===== src/hdl/ppsp_pkg.sv =====
/*
 * Package for the per-port status page: register offsets, field positions,
 * speed encodings, reset values and timing constants.
 * Assumes a 250 MHz system clock and a 32-bit Avalon-MM register slave.
 */
package ppsp_pkg;

    // ---------------------------------------------------------------
    // register map (byte addresses, one aligned word each)
    // ---------------------------------------------------------------
    localparam logic [5:0] PPSP_OFS_SELECT = 6'h00; // port select
    localparam logic [5:0] PPSP_OFS_CTRL = 6'h04; // enables and clear-on-1 flags
    localparam logic [5:0] PPSP_OFS_SPEED = 6'h08; // speed fields and mode bits
    localparam logic [5:0] PPSP_OFS_ERRCNT = 6'h0C; // invalid codeword counter
    localparam logic [5:0] PPSP_OFS_STATE = 6'h10; // live per-port state

    // ---------------------------------------------------------------
    // control word field positions
    // ---------------------------------------------------------------
    localparam int PPSP_BIT_EVT_EN = 0;
    localparam int PPSP_BIT_EVT_FLAG = 1;
    localparam int PPSP_BIT_SUSP_ERR = 2;
    localparam int PPSP_BIT_IDLE_ERR = 3;
    localparam int PPSP_BIT_SCRAM_OFF = 4;
    localparam int PPSP_BIT_UNRELIABLE = 5;

    // speed word field positions
    localparam int PPSP_POS_CEILING = 0; // bits 2:0
    localparam int PPSP_POS_CAPABLE = 4; // bits 6:4
    localparam int PPSP_BIT_FAST_ONLY = 8;
    localparam int PPSP_BIT_OWN_PLUG = 9;
    localparam int PPSP_BIT_FAST_ACTIVE = 10;

    // state word field positions
    localparam int PPSP_BIT_ATTACH = 0;
    localparam int PPSP_BIT_RX_BIAS = 1;
    localparam int PPSP_BIT_LEGACY_SEEN = 2;
    localparam int PPSP_BIT_LEGACY_ACT = 3;
    localparam int PPSP_BIT_CYCLE_BREAK = 4;
    localparam int PPSP_BIT_LOW_IDLE = 5;

    // ---------------------------------------------------------------
    // speed encodings
    // ---------------------------------------------------------------
    localparam logic [2:0] PPSP_S100 = 3'h0;
    localparam logic [2:0] PPSP_S200 = 3'h1;
    localparam logic [2:0] PPSP_S400 = 3'h2;
    localparam logic [2:0] PPSP_S800 = 3'h3;
    localparam logic [2:0] PPSP_S1600 = 3'h4;
    localparam logic [2:0] PPSP_S3200 = 3'h5;
    localparam logic [2:0] PPSP_SPEED_RSVD = 3'h7;

    // ---------------------------------------------------------------
    // constants and timing
    // ---------------------------------------------------------------
    localparam logic [7:0] PPSP_ERR_MAX = 8'hFF;
    localparam logic PPSP_FAST_ONLY_VAL = 1'b0;
    localparam logic PPSP_OWN_PLUG_VAL = 1'b1;
    localparam int PPSP_CLK_MHZ = 250;
    localparam int PPSP_DEBOUNCE_MS = 341;
    localparam longint PPSP_DEBOUNCE_CYC = longint'(PPSP_DEBOUNCE_MS) * 1000 * PPSP_CLK_MHZ;

    // per-port live inputs bundled together
    typedef struct packed {
        logic rawConnect;      // undebounced physical connection
        logic rxBiasValid;     // receive_bias_valid
        logic legacySeen;      // legacy_bias_attach_seen
        logic fastActive;      // operating in Beta mode
        logic loopHeld;        // held by loop-free build
        logic inStandby;       // standby power state
        logic resumeNoBias;    // resume fault event
        logic suspendBias;     // suspend fault event
        logic standbyErr;      // error during standby
        logic negFail;         // speed negotiation or sync failure
        logic badCodeword;     // invalid codeword pulse
        logic portEvent;       // port event pulse
    } ppsp_port_in_t;

endpackage : ppsp_pkg


===== src/hdl/ppsp_port_status_page.sv =====
/*
 * Per-port status and control page of a multi-port serial-bus cable PHY.
 * Registers are reached over Avalon-MM; fields follow the port select.
 * Assumes per-port status inputs synchronous to clock, remote clears as
 * pulses from the packet engine, bus reset as a one-cycle pulse.
 */
`timescale 1ns/1ns
`default_nettype none

// Operation
// - enabled port event sets event flag and notifies link; hw reset clears enable
// - resume without bias or suspend with bias sets fault and holds port suspended
// - writing one clears the fault flag; hw reset clears, bus reset keeps
// - standby error sets idle error flag; leaving standby clears it
// - write one or remote command clears idle error and latched standby errors
// - scrambling-off bit set sends transmit data unscrambled
// - fast-only capability bit reads zero on every port
// - legacy attach bit reads one when dc legacy connection detected
// - three-bit speed ceiling limits Beta speed, encodings S100 to S3200
// - ceiling writes above capability store the capable speed
// - ceiling resets to capable speed, used only when new Beta link forms
// - own connector present flag reads one whenever the selected port exists
// - capable speed field reports port maximum, same encoding
// - negotiation or sync failure sets unreliable flag; writing one clears it
// - fast-active bit reads one in Beta mode while attached, zero otherwise
// - legacy active when attached, bias valid, and not fast-active
// - eight-bit invalid codeword counter increments, saturates at 255
// - any read of the counter, local or remote, clears it
// - cycle-break flag reads loop-disable hold; bus reset or disconnect clears
// - low-power-idle flag reads one while port in standby
// - attach status sets only after connection stable for 341 ms
module ppsp_port_status_page
    import ppsp_pkg::*;
#(
    parameter int NUM_PORTS = 3,
    parameter int SEL_W = 2,
    parameter longint DEBOUNCE_CYC = PPSP_DEBOUNCE_CYC,
    parameter logic [2:0] CAPABLE_SPEED = PPSP_S800,
    parameter logic [2:0] MIN_SPEED = PPSP_S100
) (
    input wire logic clock,
    input wire logic rst,
    input wire logic busReset,
    input wire logic [5:0] address,
    input wire logic read,
    input wire logic write,
    input wire logic [31:0] writedata,
    input wire logic [3:0] byteenable,
    output logic [31:0] readdata,
    output logic waitrequest,
    input wire ppsp_port_in_t [NUM_PORTS-1:0] portIn,
    input wire logic [NUM_PORTS-1:0] remoteIdleClear,
    input wire logic [NUM_PORTS-1:0] remoteErrRead,
    output logic linkNotify,
    output logic [NUM_PORTS-1:0] holdSuspended,
    output logic [NUM_PORTS-1:0] scrambleOff,
    output logic [NUM_PORTS-1:0] standbyErrClear,
    output logic [NUM_PORTS-1:0][2:0] trainSpeed
);

    // ---------------------------------------------------------------
    // bus slave: one wait cycle, answer on the second edge
    // ---------------------------------------------------------------
    logic busy;
    logic ack;
    logic [SEL_W-1:0] portSel;
    logic [NUM_PORTS-1:0] evtEn;
    logic [NUM_PORTS-1:0] evtFlag;
    logic [NUM_PORTS-1:0] suspErr;
    logic [NUM_PORTS-1:0] idleErr;
    logic [NUM_PORTS-1:0] scramOff;
    logic [NUM_PORTS-1:0] unreliable;
    logic [NUM_PORTS-1:0][2:0] ceiling;
    logic [NUM_PORTS-1:0][7:0] errCount;
    logic [NUM_PORTS-1:0] attached;
    logic [NUM_PORTS-1:0] cycleBreak;
    logic [NUM_PORTS-1:0] fastPrev;

    // request accepted on the edge where ack is high
    assign ack = busy;
    assign waitrequest = (read | write) & ~ack;

    // ack rises one cycle after a request appears, then drops
    always_ff @(posedge clock) begin
        if (rst) begin
            busy <= 1'b0;
        end else begin
            busy <= (read | write) & ~busy;
        end
    end

    logic wrEn;
    logic rdEn;
    assign wrEn = write & ack & byteenable[0];
    assign rdEn = read & ack;

    // port select register
    always_ff @(posedge clock) begin
        if (rst) begin
            portSel <= '0;
        end else if (wrEn && address == PPSP_OFS_SELECT) begin
            portSel <= writedata[SEL_W-1:0];
        end
    end

    // ---------------------------------------------------------------
    // per-port field storage
    // ---------------------------------------------------------------
    localparam int DC_W = 40;
    localparam logic [DC_W-1:0] DC_MAX = DC_W'(DEBOUNCE_CYC - 1);

    genvar p;
    generate
        for (p = 0; p < NUM_PORTS; p++) begin : g_port
            logic hit;
            logic wrCtrl;
            logic wrSpeed;
            logic rdErr;
            logic [DC_W-1:0] dbCount;
            logic [2:0] next_ceiling;

            assign hit = (portSel == SEL_W'(p));
            assign wrCtrl = wrEn && hit && address == PPSP_OFS_CTRL;
            assign wrSpeed = wrEn && hit && address == PPSP_OFS_SPEED;
            assign rdErr = (rdEn && hit && address == PPSP_OFS_ERRCNT) | remoteErrRead[p];

            // event enable, hw reset only
            always_ff @(posedge clock) begin
                if (rst) begin
                    evtEn[p] <= 1'b0;
                end else if (wrCtrl) begin
                    evtEn[p] <= writedata[PPSP_BIT_EVT_EN];
                end
            end

            // event flag: set wins over write-one clear
            always_ff @(posedge clock) begin
                if (rst) begin
                    evtFlag[p] <= 1'b0;
                end else if (evtEn[p] && portIn[p].portEvent) begin
                    evtFlag[p] <= 1'b1;
                end else if (wrCtrl && writedata[PPSP_BIT_EVT_FLAG]) begin
                    evtFlag[p] <= 1'b0;
                end
            end

            // suspend/resume fault flag
            always_ff @(posedge clock) begin
                if (rst) begin
                    suspErr[p] <= 1'b0;
                end else if (portIn[p].resumeNoBias || portIn[p].suspendBias) begin
                    suspErr[p] <= 1'b1;
                end else if (wrCtrl && writedata[PPSP_BIT_SUSP_ERR]) begin
                    suspErr[p] <= 1'b0;
                end
            end

            // idle power error flag
            always_ff @(posedge clock) begin
                if (rst) begin
                    idleErr[p] <= 1'b0;
                end else if (portIn[p].standbyErr && portIn[p].inStandby) begin
                    idleErr[p] <= 1'b1;
                end else if (!portIn[p].inStandby) begin
                    idleErr[p] <= 1'b0;
                end else if ((wrCtrl && writedata[PPSP_BIT_IDLE_ERR]) || remoteIdleClear[p]) begin
                    idleErr[p] <= 1'b0;
                end
            end

            // pulse to clear latched standby errors along with the flag
            assign standbyErrClear[p] = (wrCtrl && writedata[PPSP_BIT_IDLE_ERR])
                                        || remoteIdleClear[p];

            // scrambler off and unreliable flag
            always_ff @(posedge clock) begin
                if (rst) begin
                    scramOff[p] <= 1'b0;
                end else if (wrCtrl) begin
                    scramOff[p] <= writedata[PPSP_BIT_SCRAM_OFF];
                end
            end

            always_ff @(posedge clock) begin
                if (rst) begin
                    unreliable[p] <= 1'b0;
                end else if (portIn[p].negFail) begin
                    unreliable[p] <= 1'b1;
                end else if (wrCtrl && writedata[PPSP_BIT_UNRELIABLE]) begin
                    unreliable[p] <= 1'b0;
                end
            end

            // speed ceiling: clamp between minimum and capability
            always_comb begin
                next_ceiling = writedata[PPSP_POS_CEILING +: 3];
                if (next_ceiling > CAPABLE_SPEED) begin
                    next_ceiling = CAPABLE_SPEED;
                end else if (next_ceiling < MIN_SPEED) begin
                    next_ceiling = MIN_SPEED;
                end
            end

            always_ff @(posedge clock) begin
                if (rst) begin
                    ceiling[p] <= CAPABLE_SPEED;
                end else if (wrSpeed) begin
                    ceiling[p] <= next_ceiling;
                end
            end

            // training speed latched only when a new Beta link comes up
            always_ff @(posedge clock) begin
                if (rst) begin
                    fastPrev[p] <= 1'b0;
                    trainSpeed[p] <= CAPABLE_SPEED;
                end else begin
                    fastPrev[p] <= portIn[p].fastActive;
                    if (portIn[p].fastActive && !fastPrev[p]) begin
                        trainSpeed[p] <= ceiling[p];
                    end
                end
            end

            // invalid codeword counter: read clear wins, a coincident codeword counts as one
            always_ff @(posedge clock) begin
                if (rst) begin
                    errCount[p] <= '0;
                end else if (rdErr) begin
                    errCount[p] <= portIn[p].badCodeword ? 8'h01 : 8'h00;
                end else if (portIn[p].badCodeword && errCount[p] != PPSP_ERR_MAX) begin
                    errCount[p] <= errCount[p] + 8'h01;
                end
            end

            // connection debounce
            always_ff @(posedge clock) begin
                if (rst) begin
                    dbCount <= '0;
                    attached[p] <= 1'b0;
                end else if (!portIn[p].rawConnect) begin
                    dbCount <= '0;
                    attached[p] <= 1'b0;
                end else if (dbCount >= DC_MAX) begin
                    attached[p] <= 1'b1;
                end else begin
                    dbCount <= dbCount + DC_W'(1);
                end
            end

            // cycle-break follows loop hold, cleared by bus reset or disconnect
            always_ff @(posedge clock) begin
                if (rst) begin
                    cycleBreak[p] <= 1'b0;
                end else if (busReset || !portIn[p].rawConnect) begin
                    cycleBreak[p] <= 1'b0;
                end else begin
                    cycleBreak[p] <= portIn[p].loopHeld;
                end
            end

            assign holdSuspended[p] = suspErr[p];
            assign scrambleOff[p] = scramOff[p];
        end
    endgenerate

    // link notified while any enabled port has an event pending
    assign linkNotify = |(evtFlag & evtEn);

    // ---------------------------------------------------------------
    // read mux for the selected port
    // ---------------------------------------------------------------
    logic [31:0] next_readdata;
    always_comb begin
        next_readdata = 32'h0000_0000;
        if (portSel < SEL_W'(NUM_PORTS)) begin
            case (address)
                PPSP_OFS_SELECT: next_readdata[SEL_W-1:0] = portSel;
                PPSP_OFS_CTRL: begin
                    next_readdata[PPSP_BIT_EVT_EN] = evtEn[portSel];
                    next_readdata[PPSP_BIT_EVT_FLAG] = evtFlag[portSel];
                    next_readdata[PPSP_BIT_SUSP_ERR] = suspErr[portSel];
                    next_readdata[PPSP_BIT_IDLE_ERR] = idleErr[portSel];
                    next_readdata[PPSP_BIT_SCRAM_OFF] = scramOff[portSel];
                    next_readdata[PPSP_BIT_UNRELIABLE] = unreliable[portSel];
                end
                PPSP_OFS_SPEED: begin
                    next_readdata[PPSP_POS_CEILING +: 3] = ceiling[portSel];
                    next_readdata[PPSP_POS_CAPABLE +: 3] = CAPABLE_SPEED;
                    next_readdata[PPSP_BIT_FAST_ONLY] = PPSP_FAST_ONLY_VAL;
                    next_readdata[PPSP_BIT_OWN_PLUG] = PPSP_OWN_PLUG_VAL;
                    next_readdata[PPSP_BIT_FAST_ACTIVE] = portIn[portSel].fastActive
                                                          & attached[portSel];
                end
                PPSP_OFS_ERRCNT: next_readdata[7:0] = errCount[portSel];
                PPSP_OFS_STATE: begin
                    next_readdata[PPSP_BIT_ATTACH] = attached[portSel];
                    next_readdata[PPSP_BIT_RX_BIAS] = portIn[portSel].rxBiasValid;
                    next_readdata[PPSP_BIT_LEGACY_SEEN] = portIn[portSel].legacySeen;
                    next_readdata[PPSP_BIT_LEGACY_ACT] = attached[portSel]
                        & portIn[portSel].rxBiasValid
                        & ~(portIn[portSel].fastActive & attached[portSel]);
                    next_readdata[PPSP_BIT_CYCLE_BREAK] = cycleBreak[portSel];
                    next_readdata[PPSP_BIT_LOW_IDLE] = portIn[portSel].inStandby;
                end
                default: next_readdata = 32'h0000_0000;
            endcase
        end else if (address == PPSP_OFS_SELECT) begin
            next_readdata[SEL_W-1:0] = portSel;
        end
    end

    // read data registered, valid while ack is high
    always_ff @(posedge clock) begin
        if (rst) begin
            readdata <= 32'h0000_0000;
        end else begin
            readdata <= next_readdata;
        end
    end

endmodule // ppsp_port_status_page

`default_nettype wire


===== config.mk =====
export PLATFORM = sky130hd
export DESIGN_NAME = ppsp_port_status_page
export DESIGN_NICKNAME = d
export VERILOG_FILES = /design/src/hdl/ppsp_pkg.sv /design/src/hdl/ppsp_port_status_page.sv
export SDC_FILE = /design/constraint.sdc
export NUM_CORES = 1
export LEC_CHECK = 0
export BUFFER_PORTS_ARGS = -buffer_cell sky130_fd_sc_hd__buf_2
export CAP_MARGIN = 10
export CORE_MARGIN = 8
export CORE_UTILIZATION = 52
export DETAILED_ROUTE_END_ITERATION = 10
export PLACE_DENSITY = 0.75
export SYNTH_ARGS = -nofsm -noshare
export SYNTH_HDL_FRONTEND = slang
export SYNTH_SLANG_ARGS = --single-unit

===== constraint.sdc =====
create_clock -name clock -period 4.3 [get_ports clock]
set_input_delay 0.215 -clock clock [delete_from_list [all_inputs] [get_ports clock]]
set_output_delay 0.215 -clock clock [all_outputs]
set_load 0.01 [all_outputs]

-- Yosys cells after proc, flatten, opt, wreduce, memory -nomap -nowiden
Cells that the tools add are included.
- equality and inequality tests: 12
- order comparisons: 7
- bitwise operators: 20
- multiplexer cells: 67
- reductions and logical operators: 79
- add/subtract/negate cells: 6
- shift-type cells: 0
- $mul: 0
- div/mod/pow operators: 0
- operators by type and width (operator ; count):
    40-bit by 1-bit adder with 40-bit output (second input constant) ; 3
    40-bit by 27-bit greater-or-equal comparator with 1-bit output (second input constant) ; 3
    8-bit 2-to-1 mux ; 7
    1-bit logical AND ; 40
    1-bit 2-to-1 mux ; 38
    8-bit by 1-bit adder with 8-bit output (second input constant) ; 3
    12-bit binary-select mux with 2-bit select ; 1
    8-bit inequality test (second input constant) ; 3
    2-bit nonzero test ; 12
    1-bit binary-select mux with 2-bit select ; 8
    8-bit binary-select mux with 2-bit select ; 1
    2-bit OR reduction ; 7
    6-bit by 4-bit == test with 1-bit output (second input constant) ; 2
    11-bit 2-to-1 mux ; 1
    2-bit one-hot mux with 5 select lines ; 1
    1-bit logical OR ; 9
    3-bit 2-to-1 mux ; 3
    3-bit by 1-bit inequality test with 1-bit output (second input constant) ; 3
    3-bit OR reduction ; 3
    1-bit inverter ; 8
    2-bit one-hot mux with 4 select lines ; 1
    1-bit AND ; 7
    3-bit binary-select mux with 2-bit select ; 1
    6-bit by 3-bit == test with 1-bit output (second input constant) ; 1
    other kinds (15) ; 25
- memories: 0
- bits in registers: 224
- output and inout port bits: 52
- memory bits (writable): 0
- memory bits (read-only): 0
- bits in latches: 0

-- Logic depth before layout (Yosys ltp)
- depth in word-level cells: 9
- gate-level depth with buffers: 9
- mapped depth without buffers: 7

-- Worst setup path after synthesis
OpenSTA, ideal clock, no wires.
- path type: register to register
- start point: reg g_port[2].dbCount[0]
- end point: reg g_port[2].dbCount[12]
- data required time: 4.230 ns
- library setup time: 0.070 ns
- setup slack: 2.068 ns
- path buffers: 1
- cell stages (with the launch flop): 9
- data arrival time: 2.161 ns
- period minus slack after synthesis: 2.232 ns
- path through: dfxtp_1 > ha_1 > a311oi_1 > o31ai_1 > a31oi_1 > o21ai_4 > buf_6 > or4_1 > a21oi_1
- word-level cells in the longest chain between the ends: 1
- elaborated cells between the ends (all ways): 2
- ends and longest elaborated chain (item ; line ; source):
    from (decl) ; ppsp_port_status_page.sv:119 ; logic [DC_W-1:0] dbCount;
    from (signal assigned) ; ppsp_port_status_page.sv:247 ; dbCount <= dbCount + DC_W'(1);
    40-bit by 1-bit adder with 40-bit output / 40-bit by 27-bit greater-or-equal comparator with 1-bit output (equally long branches) ; ppsp_port_status_page.sv:247, ppsp_port_status_page.sv:244 ;
Several ways; a longest one is shown, not always the timed one.
A chain may end at the register's enable or synchronous reset.

-- Final worst setup path
- start point: reg portSel[0]
- end point: reg suspErr[1], in the netlist holdSuspended[1]
- word-level cells in the longest chain between the ends: 5
- ends and longest elaborated chain (item ; line ; source):
    from (decl) ; ppsp_port_status_page.sv:66 ; logic [SEL_W-1:0] portSel;
    from (signal assigned) ; ppsp_port_status_page.sv:102 ; portSel <= writedata[SEL_W-1:0];
    2-bit by 1-bit == test with 1-bit output ; ppsp_port_status_page.sv:122 ; assign hit = (portSel == SEL_W'(p));
    1-bit logical AND (2 in a row) ; ppsp_port_status_page.sv:123 ; assign wrCtrl = wrEn && hit && address == PPSP_OFS_CTRL;
    1-bit logical AND ; ppsp_port_status_page.sv:153 ; end else if (wrCtrl && writedata[PPSP_BIT_SUSP_ERR]) begin
    2-bit nonzero test (no line) ; -- ;
    to (signal, indexed assignment) ; ppsp_port_status_page.sv:150 ; suspErr[p] <= 1'b0;
    to (signal, indexed assignment) ; ppsp_port_status_page.sv:152 ; suspErr[p] <= 1'b1;
    to (signal, indexed assignment) ; ppsp_port_status_page.sv:154 ; suspErr[p] <= 1'b0;
    to (decl) ; ppsp_port_status_page.sv:69 ; logic [NUM_PORTS-1:0] suspErr;
No other way between the ends.

==> impl_results.md <==
- CP Data Required Time: 4.68 ns
- Mean post-synth cell area: 8.63 um^2
- Ys Warns: 0
- Top_reg_cell synth: dfxtp_1
- Clk slew on worst S/H paths: 0.06 ns
- Peak VDD IR: 286 uV
- HP Class: input pin to flop
- Cells after synthesis: 1,074
- Cell area after placement: 0.00981 mm^2
- Register bit total from synthesis: 202
- Core box area: 0.0177 mm^2
- TritonRoute pass-1 iters: 5
- IO Port Bufs: 89
- Most common cell after layout, fill and taps aside: dfxtp_1
- Share of the yosys chip area belonging to registers: 43.6%
- Max-cap violations: 0
- Clock sinks: 202
- Slew headroom: 27.5%
- Largest net degree at the start of global routing: 45
- Fmax: 0.341 GHz
- Clock root cell: clkbuf_16
- Drt initial violations: 593
- Post-synth top area share: 43.6%
- Drt total wl: 21,700 um
- Chip Width: 150 um
- Async SR Flop Fraction: 0%
- I/O Pins: 141
- Final Cycle Share: 68.2%
- Setup Total Neg Slack: 0 ns
- Crit path capture type: flop
- RSZ-0062 raised after global routing: false
- Nets@finish: 1,269
- Row cnt: 49
- Post-synth EDFFs: 0
- Crit path DAT: 3.31 ns
- P&R area growth vs syn: 16.7%
- Final Instance Area: 0.0108 mm^2
- Vias: 8,093
- Synth area leaders: dfxtp_1, nor2_1, mux2i_1, nand2_1, xor2_1
- CP Class: flop to flop
- Fillers: 1,518
- Status: completed
- Post-Synthesis Cell Area: 0.00927 mm^2
- Crit Path Max Fanout: 23
- Die H: 150 um
- Remaining Overflow, GRT: 0
- CP Launch Type: flop
- Post-CTS Setup Repair Bufs: 0
- Antenna violations before repair: 0
- Total GRT Usage: 18.7%
- Antenna diodes: 0
- H-tree depth: 1
- Final Skew: 0.0128 ns
- First-pass GRT wire length: 35,500 um
- Starting density of the core: 52.3%
- TritonCTS buffer count: 22
- Vias in the first global route: 7,306
- Max Buffers Root-to-Sink: 3
- Multi-input logic area: 0.00490 mm^2
- Biggest area consumer among synthesized cells: dfxtp_1
- Minimum clock period after layout: 2.93 ns
- Most frequent cells in the layout: dfxtp_1, nor2_1, nand2_1
- Gpl congestion: 0.871
- Leakage: 4.01 nW
- Post-route ant nets: 0
- Setup-failing EPs final: 0
- CTS tree: built
- Die area: 0.0224 mm^2
- DRC viols: 0
- Fin. Hold Viols: 0
- Vias per cell: 5.70
- Register Area: 0.00405 mm^2
- Slew @ Worst Pin: 1.09 ns
- WL per Instance: 15.3 um
- Distinct cells, synth: 60
- Share of cells above drive strength 1: 12.8%
- Slew Limit Fails: 0
- Post-DP HPWL: 15,000 um
- PwrDens: 375 mW/mm^2
- Worst-Skew Late Latency: 0.50 ns
[path summary, 6_finish.rpt]
| path | start | endpoint | slack [ns] | cells after the start |
|---|---|---|---|---|
| setup / recovery | portSel[0] | holdSuspended[1] | 1.37 | 7 |
| hold / removal | portIn[8] | fastPrev[0] | 0.02 | 2 |
| setup reg to reg | portSel[0] | holdSuspended[1] | 1.37 | 7 |
| hold reg to reg | g_port[2].dbCount[32] | g_port[2].dbCount[32] | 0.45 | 1 |
[final cells by class]
class / instances / share of cell area, %
Clock inverter: 12 / 1.33
Tap cell: 229 / 2.65
Inverter: 12 / 0.416
Clock buffer: 28 / 5.86
Timing Repair Buffer: 124 / 7.08
Multi-Input combinational cell: 812 / 45.3
Sequential cell: 202 / 37.4
[critical path, cell delays in order, from the launching register on]
cell,delay [ns]
dfxtp_2,0.69
buf_4,0.40
nand2b_1,0.19
nor2_1,0.50
nand2_1,0.11
a211oi_1,0.27
dlygate4sd3_1,0.59
nor2_1,0.04
[state kept, by name (all words and copies together), names as in the netlist]
signal,flops
ack,1
attached,3
ceiling,9
cycleBreak,3
errCount,24
evtEn,3
evtFlag,3
fastPrev,3
g_port.dbCount,120
holdSuspended,3
idleErr,3
portSel,2
readdata,10
scrambleOff,3
trainSpeed,9
unreliable,3
[repair_timing]
action | CTS | global route
hold buffers | 23 | 0
gates resized for setup | 0 | 0
endpoints found under the hold margin | 21 | 0
[power by group]
part | total [mW] | internal [mW] | switching, mW
logic | 0.180 | 0.0746 | 0.105
clock network | 1.97 | 1.22 | 0.749
registers | 1.90 | 1.89 | 0.0151
total | 4.06 | 3.19 | 0.869
[cell usage after synthesis (4+ instances only)]
library cell / count
o31ai_1: 17
nand3_1: 46
nand2_1: 98
nand2b_1: 12
clkbuf_1: 33
and3_1: 21
and4_1: 10
nor3b_1: 9
xor2_1: 34
buf_4: 23
dfxtp_1: 202
a211oi_1: 9
o21ai_0: 37
a21oi_1: 56
mux2i_1: 37
ha_1: 6
inv_1: 12
nor3_1: 17
and2_1: 44
a211o_1: 12
o21a_1: 8
o22ai_1: 9
o211ai_1: 19
a22oi_1: 7
nor2_1: 111
o2111ai_1: 4
or4_1: 28
buf_1: 6
nor4_1: 15
xnor2_1: 10
buf_2: 6
nand4_1: 26
nor2b_1: 19
or3_1: 23
and3b_1: 5
a31oi_1: 6
[per-layer routing]
layer / vias to the layer above / global-route usage (%) / routed length (um)
li1: 4047 / - / -
met5: - / 0 / 0
met2: 193 / 30.9 / 9990
met1: 3832 / 24.5 / 9780
met4: 0 / 4.69 / 269
met3: 21 / 3.84 / 1620
[through the flow]
stage / hold slack [ns] / total power, mW / utilization [%] / setup WS (ns) / instances
final: 0.0186 / 4.06 / 61.1 / 1.37 / 1419
after global routing: 0.00779 / 4.19 / 61.1 / 1.17 / 1419
after floorplan: 0.291 / 2.05 / - / 2.07 / 1095
after global placement: 0.427 / 2.10 / 55.4 / 1.65 / 1356
after detailed placement: 0.431 / 2.11 / 55.4 / 1.61 / 1356
after CTS: 0.00376 / 4.10 / 61.1 / 1.34 / 1419
[cell families (layout without fill, tap and decap cells)]
kind of cell               after synthesis  after routing  synth area share (%)
adders and majority gates                6              6                 0.810
muxes                                   37             37                  3.99
xor gates and xnor gates                44             44                  4.16
and+or+nand+nor                        495            495                  28.1
buffers and inverters                   81            176                  4.37
AOI/OAI and AO/OA                      208            208                  14.9
DFF                                    202            202                  43.6
other                                    1             22                0.0404
Note: power is estimated with default switching activity, not from simulation.
